## src/ahc_pkg.sv

```systemverilog
/*
 * shared constants and pin group types for the converter host controller.
 * assumes a 100 MHz mclk and a converter wired to the pins of the top module.
 */
// ****************************************************************
// Operation
// ****************************************************************
// Operation
// - host holds select low; ready falls then
// - select falls 20ns before read in sampling
// - write falling starts conversion, select low
// - stand-alone: select and read held low; the host raises both again after every request
package ahc_pkg;
    localparam int  CLK_PERIOD_NS   = 10;
    localparam int  POWERUP_NS      = 3000;
    localparam int  POWERUP_CYC     = POWERUP_NS / CLK_PERIOD_NS;
    localparam int  CS_LEAD_NS      = 20;
    localparam int  CS_LEAD_CYC     = (CS_LEAD_NS + CLK_PERIOD_NS - 1) / CLK_PERIOD_NS;
    localparam int  WR_LOW_NS       = 170;
    localparam int  WR_LOW_CYC      = (WR_LOW_NS + CLK_PERIOD_NS - 1) / CLK_PERIOD_NS;
    localparam int  WR_RD_NS        = 275;
    localparam int  WR_RD_CYC       = (WR_RD_NS + CLK_PERIOD_NS - 1) / CLK_PERIOD_NS;
    localparam int  TIMEOUT_CYC     = 4000;
    localparam int  CNT_W           = 12;

    typedef enum logic [2:0] {
        ST_POWERUP, ST_IDLE, ST_CS_LEAD, ST_RD_WAIT, ST_WR_LOW,
        ST_WR_GAP, ST_DONE_WAIT, ST_RELEASE
    } ahc_state_type;

    typedef struct packed {
        logic cs_n;
        logic rd_n;
        logic wr_n;
        logic wr_oe;
        logic mode;
    } ahc_pins_type;

    typedef struct packed {
        ahc_state_type     state;
        logic [CNT_W-1:0]  cnt;
        ahc_pins_type      pins;
        logic [7:0]        data;
        logic              valid;
        logic              busy;
        logic              timeout;
        logic              early;
    } ahc_regs_type;
endpackage

```

## src/ahc_host.sv

```systemverilog
/*
 * host controller that drives the converter pins: select, read, write/ready,
 * and reads back the done flag and the result bus. one clock, all outputs registered.
 * assumes the board pulls the ready line up and the result bus is sampled here.
 */
`timescale 1ns/1ps
module ahc_host #(
    parameter int POWERUP_CYCLES = ahc_pkg::POWERUP_CYC
) (
    // clock and reset
    input  wire logic        mclk,
    input  wire logic        resetn,
    // user request
    input  wire logic        start,
    input  wire logic        wr_rd_mode,
    input  wire logic        early_read,
    input  wire logic        sampling,
    output logic             busy,
    output logic             result_valid,
    output logic [7:0]       result,
    output logic             timeout,
    // converter pins
    output logic             cs_n,
    output logic             rd_n,
    output logic             wr_n,
    output logic             wr_n_oe,
    input  wire logic        rdy_pin,
    input  wire logic        done_n,
    input  wire logic [7:0]  result_bus,
    output logic             mode_sel,
    output logic             sample_hold_select
);
    // refuse a power-up count that the cycle counter cannot hold
    if (POWERUP_CYCLES < 1 || POWERUP_CYCLES >= (1 << ahc_pkg::CNT_W)) begin : g_bad_powerup
        $error("POWERUP_CYCLES out of range");
    end

    // ****************************************************************
    // reset release and pin synchronisers
    // ****************************************************************
    logic [1:0] rst_sync;
    logic       rst_n;
    logic [9:0] pin_s1;
    logic [9:0] pin_s2;
    logic       sh_reg;

    // two flops on release so the whole design leaves reset together
    always_ff @(posedge mclk or negedge resetn) begin
        if (!resetn) begin
            rst_sync <= 2'h0;
        end else begin
            rst_sync <= {rst_sync[0], 1'h1};
        end
    end
    assign rst_n = rst_sync[1];

    // pins come from the converter's own timing, so two flops before use
    always_ff @(posedge mclk or negedge rst_n) begin
        if (!rst_n) begin
            pin_s1 <= 10'h3FF;
            pin_s2 <= 10'h3FF;
            sh_reg <= 1'h0;
        end else begin
            pin_s1 <= {rdy_pin, done_n, result_bus};
            pin_s2 <= pin_s1;
            sh_reg <= sampling;
        end
    end

    logic       rdy_s;
    logic       done_s;
    logic [7:0] bus_s;
    assign rdy_s  = pin_s2[9];
    assign done_s = pin_s2[8];
    assign bus_s  = pin_s2[7:0];

    // ****************************************************************
    // sequencer
    // ****************************************************************
    ahc_pkg::ahc_regs_type st_reg;
    ahc_pkg::ahc_regs_type st_next;

    localparam logic [ahc_pkg::CNT_W-1:0] LEAD_C  = ahc_pkg::CNT_W'(ahc_pkg::CS_LEAD_CYC);
    localparam logic [ahc_pkg::CNT_W-1:0] WRLO_C  = ahc_pkg::CNT_W'(ahc_pkg::WR_LOW_CYC);
    localparam logic [ahc_pkg::CNT_W-1:0] WRRD_C  = ahc_pkg::CNT_W'(ahc_pkg::WR_RD_CYC);
    localparam logic [ahc_pkg::CNT_W-1:0] TOUT_C  = ahc_pkg::CNT_W'(ahc_pkg::TIMEOUT_CYC);

    // one next-state process; pins idle high, write pin driven only in write-then-read
    always_comb begin
        st_next             = st_reg;
        st_next.valid       = 1'h0;
        st_next.cnt         = st_reg.cnt + 1'h1;
        unique case (st_reg.state)
            ahc_pkg::ST_POWERUP: begin
                // converter ignores select during its inhibit, so wait it out
                if (st_reg.cnt >= ahc_pkg::CNT_W'(POWERUP_CYCLES - 1)) begin
                    st_next.state = ahc_pkg::ST_IDLE;
                end
            end
            ahc_pkg::ST_IDLE: begin
                st_next.cnt         = '0;
                st_next.busy        = 1'h0;
                st_next.pins.mode   = wr_rd_mode;
                st_next.pins.wr_oe  = wr_rd_mode;
                st_next.pins.wr_n   = 1'h1;
                if (start) begin
                    st_next.busy    = 1'h1;
                    st_next.timeout = 1'h0;
                    st_next.early   = early_read;
                    st_next.pins.cs_n = 1'h0;
                    st_next.state   = ahc_pkg::ST_CS_LEAD;
                end
            end
            ahc_pkg::ST_CS_LEAD: begin
                // select leads read by the lead time to avoid charge injection
                if (st_reg.cnt >= LEAD_C) begin
                    st_next.cnt = '0;
                    if (st_reg.pins.mode) begin
                        st_next.pins.wr_n = 1'h0;
                        st_next.state     = ahc_pkg::ST_WR_LOW;
                    end else begin
                        st_next.pins.rd_n = 1'h0;
                        st_next.state     = ahc_pkg::ST_RD_WAIT;
                    end
                end
            end
            ahc_pkg::ST_RD_WAIT: begin
                // ready high with the flag low marks the end in read-only mode
                if (rdy_s && !done_s) begin
                    st_next.state = ahc_pkg::ST_DONE_WAIT;
                    st_next.cnt   = '0;
                end else if (st_reg.cnt >= TOUT_C) begin
                    st_next.timeout = 1'h1;
                    st_next.state   = ahc_pkg::ST_RELEASE;
                end
            end
            ahc_pkg::ST_WR_LOW: begin
                // upper nibble decided while write stays low
                if (st_reg.cnt >= WRLO_C) begin
                    st_next.pins.wr_n = 1'h1;
                    st_next.cnt       = '0;
                    st_next.state     = ahc_pkg::ST_WR_GAP;
                end
            end
            ahc_pkg::ST_WR_GAP: begin
                // early read shortens conversion; otherwise wait for the flag
                if (st_reg.early && st_reg.cnt >= WRRD_C) begin
                    st_next.pins.rd_n = 1'h0;
                    st_next.cnt       = '0;
                    st_next.state     = ahc_pkg::ST_DONE_WAIT;
                end else if (!st_reg.early && !done_s) begin
                    st_next.pins.rd_n = 1'h0;
                    st_next.cnt       = '0;
                    st_next.state     = ahc_pkg::ST_DONE_WAIT;
                end else if (st_reg.cnt >= TOUT_C) begin
                    st_next.timeout = 1'h1;
                    st_next.state   = ahc_pkg::ST_RELEASE;
                end
            end
            ahc_pkg::ST_DONE_WAIT: begin
                // bus floats until the flag falls; flag and bus may land in different
                // sync cycles, so the settling count restarts when the flag is first seen low
                if (done_s) begin
                    st_next.early = 1'h1;
                    if (st_reg.cnt >= TOUT_C) begin
                        st_next.timeout = 1'h1;
                        st_next.state   = ahc_pkg::ST_RELEASE;
                    end
                end else if (st_reg.early) begin
                    st_next.early = 1'h0;
                    st_next.cnt   = '0;
                end else if (st_reg.cnt >= 2) begin
                    st_next.data  = bus_s;
                    st_next.valid = 1'h1;
                    st_next.state = ahc_pkg::ST_RELEASE;
                end
            end
            ahc_pkg::ST_RELEASE: begin
                // rising read and select float the bus and clear the flag
                st_next.pins.rd_n = 1'h1;
                st_next.pins.cs_n = 1'h1;
                st_next.state     = ahc_pkg::ST_IDLE;
            end
        endcase
    end

    always_ff @(posedge mclk or negedge rst_n) begin
        if (!rst_n) begin
            st_reg       <= '0;
            st_reg.state <= ahc_pkg::ST_POWERUP;
            st_reg.busy  <= 1'h1;
            st_reg.pins  <= 5'h1C;
        end else begin
            st_reg <= st_next;
        end
    end

    // ****************************************************************
    // outputs, all straight from flops
    // ****************************************************************
    assign cs_n               = st_reg.pins.cs_n;
    assign rd_n               = st_reg.pins.rd_n;
    assign wr_n               = st_reg.pins.wr_n;
    assign wr_n_oe            = st_reg.pins.wr_oe;
    assign mode_sel           = st_reg.pins.mode;
    assign sample_hold_select = sh_reg;
    assign busy               = st_reg.busy;
    assign result_valid       = st_reg.valid;
    assign result             = st_reg.data;
    assign timeout            = st_reg.timeout;
endmodule

```

## config.mk

```make
export PLATFORM = sky130hd
export DESIGN_NAME = ahc_host
export DESIGN_NICKNAME = d
export VERILOG_FILES = /design/src/ahc_pkg.sv /design/src/ahc_host.sv
export SDC_FILE = /design/constraint.sdc
export NUM_CORES = 1
export LEC_CHECK = 0
export ABC_AREA = 1
export BUFFER_PORTS_ARGS = -buffer_cell sky130_fd_sc_hd__clkbuf_2
export CAP_MARGIN = 30
export CORE_MARGIN = 4
export CORE_UTILIZATION = 55
export CTS_CLUSTER_SIZE = 8
export DETAILED_ROUTE_END_ITERATION = 10
export PLACE_DENSITY = 0.77
export SETUP_SLACK_MARGIN = 0.5
export SLEW_MARGIN = 20
export SYNTH_ARGS = -nofsm -noshare
export SYNTH_HDL_FRONTEND = slang
export SYNTH_SLANG_ARGS = --single-unit
```

## constraint.sdc

```tcl
create_clock -name mclk -period 1.9 [get_ports mclk]
set_clock_uncertainty 0.05 [all_clocks]
set_input_delay 0.095 -clock mclk [delete_from_list [all_inputs] [get_ports mclk]]
set_output_delay 0.095 -clock mclk [all_outputs]
set_load 0.03 [all_outputs]
```

==> results of run 1 <==
==> synthesized netlist by cell type (2+ instances only) <==
| cell | n | area [um2] |
|---|---|---|
| nand2_1 | 89 | 334 |
| inv_1 | 32 | 120 |
| dfrtp_1 | 30 | 751 |
| nor2_1 | 25 | 93.8 |
| dfstp_2 | 24 | 631 |
| nand3_1 | 20 | 100 |
| a21oi_1 | 15 | 75.1 |
| buf_4 | 9 | 67.6 |
| o21ai_0 | 6 | 30.0 |
| nand4_1 | 4 | 25.0 |
| buf_6 | 3 | 33.8 |
| ha_1 | 3 | 37.5 |
| a21boi_0 | 2 | 15.0 |
| inv_2 | 2 | 7.51 |
| nand2_2 | 2 | 12.5 |
| nand3_2 | 2 | 20.0 |
| nor2_4 | 2 | 22.5 |
| xor2_1 | 2 | 17.5 |
==> worst paths after layout <==
check                                     end        start  cells past startpoint  slack [ns]
setup / recovery                   st_reg[29]    pin_s2[8]                      8        0.16
setup reg to reg                   st_reg[29]    pin_s2[8]                      8        0.16
min in group mclk                        busy        start                      3        0.04
max in group asynchronous           pin_s1[9]  rst_sync[1]                      1        1.17
hold / removal                    rst_sync[1]       resetn                      2        0.04
hold reg to reg            sample_hold_select  rst_sync[1]                      0        0.09
==> per-layer routing <==
layer,routed length (um),share of wire [%],track usage (%),up-vias
met5,0,0,0,-
met4,403,6.1,10.3,0
met3,465,7.1,6.14,44
met2,3340,51,37.4,135
met1,2370,36,24.9,1037
li1,-,-,-,1011
==> kinds of logic after synthesis <==
| group | count (synthesis) |
|---|---|
| xor gates and xnor gates | 3 |
| AOI/OAI and AO/OA | 26 |
| other | 1 |
| buffers and inverters | 46 |
| adders and majority gates | 3 |
| DFF | 54 |
| and+or+nand+nor | 150 |
==> worst reg2reg max path: cells and delay by family (launching register included) <==
kind,cells,cell delay [ns]
flops,1,0.61
simple gates,7,0.88
buf+inv,1,0.14
==> timing repair <==
| action | in CTS | in global routing |
|---|---|---|
| gates resized for setup | 21 | 50 |
| hold endpoints to repair | 14 | 0 |
| hold buffers | 13 | 0 |
| cloned | 2 | 1 |
| endpoints found under the setup margin | 26 | 28 |
| pin swaps | 2 | 10 |
| setup buffers | 11 | 11 |
==> through the flow <==
step	total power [W]	area [um2]	hold slack [ns]	utilization, %
after floorplan	0.00267	2490	-0.251	-
after global routing	0.00445	3290	0.0295	75.5
after detailed placement	0.00291	2640	-0.169	60.7
after global placement	0.00289	2640	-0.167	60.7
final	0.00423	3290	0.0359	75.5
after CTS	0.00375	3050	0.0147	69.9
==> cell usage in the layout (no fill, tap or decap), types with 2 or more instances in the layout <==
master         instances
nand2_2               10
clkinv_4               2
nor2_2                 4
inv_1                 24
clkbuf_8               6
ha_1                   2
xor2_1                 2
nand4_1                4
a21oi_2               10
o21ai_0                6
clkbuf_2              32
inv_4                  2
inv_2                  8
nand3_4                3
nor3_4                 2
a21oi_1                5
nor2_1                16
dfrtp_2                7
dfrtp_1               23
nand3_1               16
nand3_2                4
nand2_1               80
buf_6                  4
dfstp_2               24
dlygate4sd3_1         13
buf_4                 20
nor2_4                 8
==> power breakdown <==
| part | leakage [nW] | internal (W) | switching (W) |
|---|---|---|---|
| registers | 0.644 | 0.00140 | 0.000216 |
| clock network | 0.0514 | 0.000301 | 0.000395 |
| logic | 0.917 | 0.000678 | 0.00124 |
==> final cells by class <==
| class | count | share of cell area (%) |
|---|---|---|
| sequential | 54 | 42.3 |
| tap | 52 | 1.98 |
| clock inverter | 2 | 0.533 |
| timing repair inverter | 1 | 0.228 |
| inverter | 34 | 4.03 |
| timing repair buffer | 70 | 15.4 |
| multi-input combinational | 184 | 33.1 |
| clock buffer | 6 | 2.51 |
==> flow_summary_export.csv, run 1 <==
group,metric,value,unit
outcome,run_status,"finished, final reports clean",
synthesis,synth_ff_type,"dfrtp_1",
synthesis,ys_ff_latch,54,
synthesis,netlist-cell-type-count,29,
synthesis,synth_cells,283,
floorplan,start_util,57.0,%
finish,fill_cells,269,
floorplan,io_pins,33,
critical_path,cp-start-kind,"flip-flop",
placed_design,place.gp.congestion,0.860,
timing,period_share,91.4,%
synthesis,synthAdderAreaFrac,1.51,%
global_routing,grt_pass1_wl,9110,um
power,p_leak,1.61,nW
critical_path,criticalPathCategory,"reg -> reg",
finish,largest_register_ffs,16,
floorplan,core_region_area,0.00435,mm2
placed_design,port_buffers,32,
clock_network,path_clk_slew,0.10,ns
critical_path,slowest_stage,"dfstp_2",
global_routing,antenna_found_initial,0,
synthesis,avgSynthCellArea,8.77,um2
timing,hold_violations,0,
power,max-vdd-ir-drop,0.551,mV
synthesis,synth_mux_area_share,0,%
timing,fmax,576,MHz
finish,final_nets,369,
global_routing,grt_use_total,21.7,%
power,pwr_density_cell,1290,mW/mm2
finish,syn_to_final_growth,32.5,%
finish,final_cells,403,
critical_path,path_max_fanout,4,
timing,fin_tns_setup,0,ns
detailed_routing,wl_per_cell,16.3,um
synthesis,synthXorXnorAreaFrac,1.06,%
critical_path,crit_arrival,1.93,ns
detailed_routing,detail_route.drc_violations,0,
synthesis,yosysSeqAreaShare,55.7,%
finish,multi_input_area,0.00109,mm2
placed_design,dp_slack,0.220,ns
clock_network,numCtsBuffers,5,
synthesis,async_flop_share,100,%
clock_network,cts_tree,"yes",
critical_path,critPathBufInv,1,
floorplan,rows,24,
global_routing,overflow,0,
detailed_routing,firstDrtPassIters,7,
global_routing,grt_max_degree,43,
detailed_routing,wirelength,6580,um
finish,antenna_cells,0,
synthesis,synth_fp_nets,302,
job,max_cap_violations,0,
synthesis,synth_edf_count,0,
timing,timing.final.ws_setup,0.163,ns
placed_design,hpwl,3190,um
synthesis,synth_top_family_by_area,"simple AND/OR/NAND/NOR gates",
clock_network,cts_buffer_depth,2,
timing,maxSlewViolCount,0,
finish,drive_above_1_share,44.2,%
clock_network,clock_sinks,54,
floorplan,die_area,0.00565,mm2
detailed_routing,via_count,2227,
timing,grt_setup_unrepaired,"true",
clock_network,clock_latency,0.32,ns
detailed_routing,viasPerCell,5.53,
clock_network,clock_tree.root_cell,"clkbuf_8",
floorplan,die_h,75.2,um
critical_path,worstPathRequired,2.09,ns
synthesis,synth_warnings,0,
timing,layout_min_cycle_time,1.74,ns
critical_path,cp_top_family,"simple AND/OR/NAND/NOR gates",
detailed_routing,drtIter0Drc,177,
floorplan,die_w,75.2,um
hold_path,holdCritPathClass,"in -> async",
detailed_routing,ant_nets,0,
placed_design,placed_cells_incl_taps,357,
critical_path,crit_top_cell,"nand2_1",
timing,setup_viol,0,
synthesis,synth_area,0.00248,mm2
clock_network,cts-htree-levels,2,
synthesis,synth-simple-area-share,26.8,%
critical_path,slowest_delay,0.61,ns
global_routing,grt_pass1_vias,2047,
critical_path,worst_setup_path_end_kind,"flip-flop",
finish,regArea,0.00139,mm2
synthesis,synth_compound_area_share,5.60,%
critical_path,path_cells,"inv_1, nand2_1, nor2_1, nor2_1, nand2_1, nor3_4, nand2_1, nand2_1",
Power figures use the tool's default switching activity.
==> inputs of run 2 (changes only) <==
--- a/config.mk
+++ b/config.mk
@@ -13,6 +13,7 @@
 export CTS_CLUSTER_SIZE = 8
 export DETAILED_ROUTE_END_ITERATION = 10
 export PLACE_DENSITY = 0.77
+export RECOVER_POWER = 25
 export SETUP_SLACK_MARGIN = 0.5
 export SLEW_MARGIN = 20
 export SYNTH_ARGS = -nofsm -noshare
==> flow_summary_export.csv, run 2 (same netlist as run 1, synthesis figures left out) <==
group,metric,value,unit
power,pwr_density_cell,1290,mW/mm2
clock_network,cts_buffer_depth,2,
timing,layout_min_cycle_time,1.77,ns
floorplan,die_w,75.2,um
global_routing,antenna_found_initial,0,
floorplan,die_area,0.00565,mm2
clock_network,cts_tree,"yes",
finish,final_common_cell,"nand2_1",
critical_path,path_cells,"inv_1, nand2_1, nor2_1, nor2_1, nand2_1, nor3_4, nand2_1, nand2_1",
global_routing,grt_pass1_wl,9110,um
placed_design,placed_area,0.00264,mm2
clock_network,path_clk_slew,0.10,ns
clock_network,numCtsBuffers,5,
critical_path,slowest_stage,"dfstp_2",
outcome,run_status,"finished, final reports clean",
global_routing,use_met2,37.4,%
floorplan,core_region_area,0.00435,mm2
timing,setup_viol,0,
floorplan,rows,24,
placed_design,port_buffers,32,
global_routing,use_met1,24.9,%
timing,period_share,93.4,%
finish,utilization,75.5,%
global_routing,top_usage_layer,"met2",
detailed_routing,viasPerCell,5.42,
floorplan,io_pins,33,
global_routing,grt_use_met3,6.14,%
job,max_cap_violations,0,
timing,fin_tns_setup,0,ns
clock_network,clock_latency,0.32,ns
detailed_routing,via_count,2185,
placed_design,place.gp.congestion,0.860,
critical_path,worstPathRequired,2.09,ns
timing,grt_setup_unrepaired,"true",
global_routing,grt_pass1_vias,2047,
hold_path,holdCritPathClass,"in -> async",
critical_path,crit_top_cell,"nand2_1",
critical_path,cp-start-kind,"flip-flop",
detailed_routing,wirelength,6580,um
critical_path,worst_setup_path_end_kind,"flip-flop",
detailed_routing,drtIter0Drc,177,
placed_design,dp_slack,0.220,ns
finish,final_area,0.00329,mm2
critical_path,reg2reg_depth,8,
finish,largest_register_ffs,16,
global_routing,grt_max_degree,43,
critical_path,crit_arrival,1.97,ns
critical_path,r2r_end,"st_reg[29]",
detailed_routing,detail_route.drc_violations,0,
detailed_routing,ant_nets,0,
finish,final_nets,369,
critical_path,slowest_delay,0.61,ns
power,p_leak,1.61,nW
finish,final_cell_mix,"nand2_1 (80), clkbuf_2 (31), inv_1 (24), dfstp_2 (24), dfrtp_1 (24)",
critical_path,path_max_fanout,4,
timing,hold_violations,0,
detailed_routing,firstDrtPassIters,7,
global_routing,overflow,0,
finish,drive_above_1_share,43.6,%
timing,fmax,563,MHz
clock_network,clock_sinks,54,
clock_network,clock_tree.root_cell,"clkbuf_8",
timing,timing.final.ws_setup,0.125,ns
placed_design,hpwl,3190,um
critical_path,r2r_slack,0.13,ns
global_routing,grt_use_total,21.7,%
power,max-vdd-ir-drop,0.552,mV
floorplan,die_h,75.2,um
critical_path,reg2reg_from,"pin_s2[8]",
floorplan,start_util,57.0,%
critical_path,setup.worst_path.start,"pin_s2[8]",
clock_network,cts-htree-levels,2,
critical_path,criticalPathCategory,"reg -> reg",
timing,maxSlewViolCount,0,
finish,syn_to_final_growth,32.4,%
detailed_routing,wl_per_cell,16.3,um
finish,antenna_cells,0,
-- run 2: cell counts in the layout (fill, tap and decap cells not counted) --
Identical to the previous run, type by type.
-- run 2: worst max-delay path by stage --
stage                 endpoint  slack (ns)  depth (start not counted)
global placement    st_reg[18]        0.28                         11
global route        st_reg[27]        0.07                          8
CTS                 st_reg[20]        0.28                         11
detailed placement  st_reg[18]        0.22                         11
floorplan           st_reg[17]        0.45                         11
finish              st_reg[29]        0.13                          8
-- run 2: power breakdown --
group | switching [W] | internal (W) | total (W)
clock | 0.000393 | 0.000301 | 0.000694
sequential | 0.000215 | 0.00140 | 0.00162
combinational | 0.00125 | 0.000678 | 0.00193
total | 0.00186 | 0.00238 | 0.00424
-- run 2: worst max-delay path: cells and delay by family, from the launching register on --
kind,cells,cell delay [ns]
AND/OR/NAND/NOR,7,0.93
flip-flops,1,0.61
buffers and inverters,1,0.14
-- run 2: timing repair --
action | CTS | global route
setup endpoints to repair | 26 | 28
gates cloned | 2 | 1
resized for setup | 21 | 50
hold buffers | 13 | 0
pin swaps | 2 | 10
setup buffers | 11 | 11
endpoints found under the hold margin | 14 | 0
-- run 2: layout make-up --
class	instances	area (um2)
fill	270	1070
tap	52	65.1
multi-input combinational	184	1090
clock inverter	2	17.5
inverter	34	133
timing repair buffer	70	504
timing repair inverter	1	7.51
clock buffer	6	82.6
sequential	54	1390
-- run 2: through the flow --
step           instances  hold slack (ns)  power [W]
2_1_floorplan        283           -0.251    0.00267
3_3_place_gp         357           -0.167    0.00289
3_5_place_dp         357           -0.169    0.00291
4_1_cts              391           0.0147    0.00375
5_1_grt              403           0.0279    0.00445
6_report             403           0.0348    0.00424
-- run 2: per-layer routing --
layer / up-vias / part of all wire (%)
met5: - / 0
met4: 0 / 6.2
met1: 1029 / 36
li1: 1011 / -
met3: 36 / 6.4
met2: 109 / 51
==> inputs of run 3 (changes only) <==
--- a/config.mk
+++ b/config.mk
@@ -5,7 +5,6 @@
 export SDC_FILE = /design/constraint.sdc
 export NUM_CORES = 1
 export LEC_CHECK = 0
-export ABC_AREA = 1
 export BUFFER_PORTS_ARGS = -buffer_cell sky130_fd_sc_hd__clkbuf_2
 export CAP_MARGIN = 30
 export CORE_MARGIN = 4
==> flow_summary_export.csv, run 3 <==
group,metric,value,unit
outcome,run_status,"finished with violations",
outcome,violations,"negative setup slack",
finish,largest_register_ffs,16,
critical_path,cp-start-kind,"flip-flop",
detailed_routing,drtIter0Drc,133,
timing,max_slew_margin,59.0,%
timing,maxSlewViolCount,0,
global_routing,grt_max_degree,53,
detailed_routing,viasPerCell,5.51,
critical_path,criticalPathCategory,"reg -> reg",
clock_network,clock_tree.root_cell,"clkbuf_8",
clock_network,clock_sinks,54,
critical_path,path_cells,"or4_4, o41a_1, buf_6, nand3_4, nand4b_1, mux2_4",
detailed_routing,ant_nets,0,
critical_path,path_max_fanout,2,
finish,final_common_cell,"buf_4",
synthesis,synth_cells,218,
synthesis,synth_ff_type,"dfrtp_1",
clock_network,clock_latency,0.30,ns
placed_design,port_buffers,32,
timing,timing.final.ws_setup,-0.298,ns
floorplan,die_w,75.0,um
timing,grt_setup_unrepaired,"true",
critical_path,worst_setup_path_end_kind,"flip-flop",
synthesis,ys_ff_latch,54,
hold_path,holdCritPathClass,"in -> reg",
floorplan,die_h,75.0,um
finish,final_cell_mix,"buf_4 (41), clkbuf_2 (31), dfrtp_1 (29)",
finish,regArea,0.00138,mm2
floorplan,rows,24,
finish,fill_cells,238,
placed_design,hpwl,3860,um
placed_design,place.gp.congestion,0.892,
detailed_routing,wl_per_cell,17.0,um
synthesis,synthTopCellsByArea,"dfrtp_1 (30%), dfstp_2 (26%), mux2_2 (4.6%)",
synthesis,avgSynthCellArea,11.3,um2
timing,max_slew.worst_pin.slew,0.615,ns
power,max-vdd-ir-drop,0.847,mV
floorplan,core_region_area,0.00435,mm2
timing,period_share,116,%
clock_network,cts_buffer_depth,2,
global_routing,overflow,0,
global_routing,grt_use_total,22.9,%
critical_path,cp_top_family,"simple AND/OR/NAND/NOR gates",
detailed_routing,detail_route.drc_violations,0,
synthesis,async_flop_share,100,%
synthesis,post-synth-top-count-cell,"dfrtp_1",
clock_network,cts-htree-levels,2,
critical_path,crit_arrival,2.34,ns
critical_path,worstPathRequired,2.04,ns
synthesis,synth_area,0.00247,mm2
synthesis,yosys.area.top_type,"dfrtp_1",
finish,multi_input_area,0.00113,mm2
timing,setup_viol,25,
synthesis,synth_edf_count,0,
finish,drive_above_1_share,53.1,%
clock_network,path_clk_slew,0.10,ns
finish,utilization,80.4,%
synthesis,synth_top_area_share,30.4,%
detailed_routing,wirelength,6120,um
power,pwr_density_cell,1360,mW/mm2
floorplan,die_area,0.00563,mm2
synthesis,synth_common_cells,"dfrtp_1 (30), dfstp_2 (24), nand2_1 (13), nor2_1 (11)",
timing,hold_violations,0,
timing,layout_min_cycle_time,2.20,ns
floorplan,io_pins,33,
floorplan,start_util,56.8,%
critical_path,slowest_stage,"or4_4",
placed_design,placed_cells_incl_taps,328,
clock_network,cts_tree,"yes",
finish,final_nets,327,
finish,antenna_cells,0,
power,p_leak,1.62,nW
global_routing,antenna_found_initial,0,
detailed_routing,via_count,1990,
synthesis,netlist-cell-type-count,49,
synthesis,synth_fp_nets,237,
finish,syn_to_final_growth,41.5,%
detailed_routing,firstDrtPassIters,4,
timing,fmax,455,MHz
critical_path,critPathBufInv,1,
global_routing,grt_pass1_vias,2040,
critical_path,slowest_delay,0.56,ns
synthesis,synth_warnings,0,
synthesis,yosysSeqAreaShare,55.9,%
clock_network,numCtsBuffers,5,
finish,final_cells,361,
job,max_cap_violations,0,
global_routing,grt_pass1_wl,9690,um
==> run 3: cell types whose count changed in the layout (fill, tap and decap cells not counted), moves of 6 or more <==
cell,change
nand3_1,-12
nand2b_1,+8
nor2_1,-7
nand2_1,-68
inv_2,-6
nand2_2,-9
buf_4,+21
buf_6,+10
a21oi_2,-8
nor3_1,+6
inv_1,-18
mux2_4,+9
==> run 3: power breakdown <==
part / switching [W] / leakage [nW] / internal (W)
clock network: 0.000391 / 0.0502 / 0.000274
registers: 0.000151 / 0.646 / 0.00138
logic: 0.00135 / 0.928 / 0.00122
==> run 3: final timing paths <==
path                                  start            endpoint  slack (ns)  cells past startpoint
worst max-delay path             st_reg[22]          st_reg[30]       -0.30                      6
worst min-delay path                  start                busy        0.02                      3
worst max register to register   st_reg[22]          st_reg[30]       -0.30                      6
worst min register to register    pin_s1[0]           pin_s2[0]        0.31                      0
max in group asynchronous       rst_sync[1]  sample_hold_select        1.06                      1
min in group asynchronous            resetn         rst_sync[1]        0.05                      2
==> run 3: kinds of logic after synthesis <==
| kind of cell | after synthesis | share of synthesized area [%] |
|---|---|---|
| XOR/XNOR | 11 | 3.90 |
| other | 1 | 0.152 |
| multiplexers | 12 | 5.36 |
| buffers and inverters | 27 | 6.12 |
| AND/OR/NAND/NOR | 74 | 16.9 |
| adder cells (fa/ha/maj) | 3 | 1.52 |
| AO/OA/AOI/OAI | 36 | 10.2 |
| flip-flops | 54 | 55.9 |
==> run 3: repair_timing <==
action / 4_1_cts / 5_1_grt
hold buffers: 13 / 0
setup buffers: 9 / 2
resized for setup: 28 / 17
gates cloned: 1 / 0
setup endpoints to repair: 29 / 31
hold endpoints to repair: 14 / 0
pin swaps: 9 / 4
==> run 3: metrics by stage <==
stage	TNS [ns]	area, um2	total power [W]	hold WS, ns	setup WS, ns
global route	-5.55	3500	0.00503	0.0267	-0.294
CTS	-1.75	3410	0.00453	0.0127	-0.197
global placement	-3.24	2980	0.00333	-0.166	-0.229
floorplan	-0.466	2540	0.00284	-0.251	-0.0751
detailed placement	-1.72	2990	0.00342	-0.165	-0.216
finish	-4.31	3500	0.00476	0.0187	-0.298
==> run 3: metal layers <==
layer	global-route usage, %	share of wire [%]	up-vias
met5	0	0	-
met4	8.89	2.2	0
met3	4.27	3.9	13
met2	38.4	52	49
met1	29.5	42	1003
li1	-	-	925
==> run 3: layout make-up <==
| cell class | count | share of cell area (%) |
|---|---|---|
| Clock buffer | 5 | 1.97 |
| Clock inverter | 3 | 0.822 |
| Inverter | 8 | 0.858 |
| Multi-Input combinational cell | 137 | 32.4 |
| Sequential cell | 54 | 39.5 |
| Tap cell | 52 | 1.86 |
| Timing Repair Buffer | 102 | 22.6 |
==> run 3: worst min-delay path, delay by kind of cell <==
kind                   cells  cell delay, ns
buffers and inverters      1            0.15
and+or+nand+nor            2            0.13
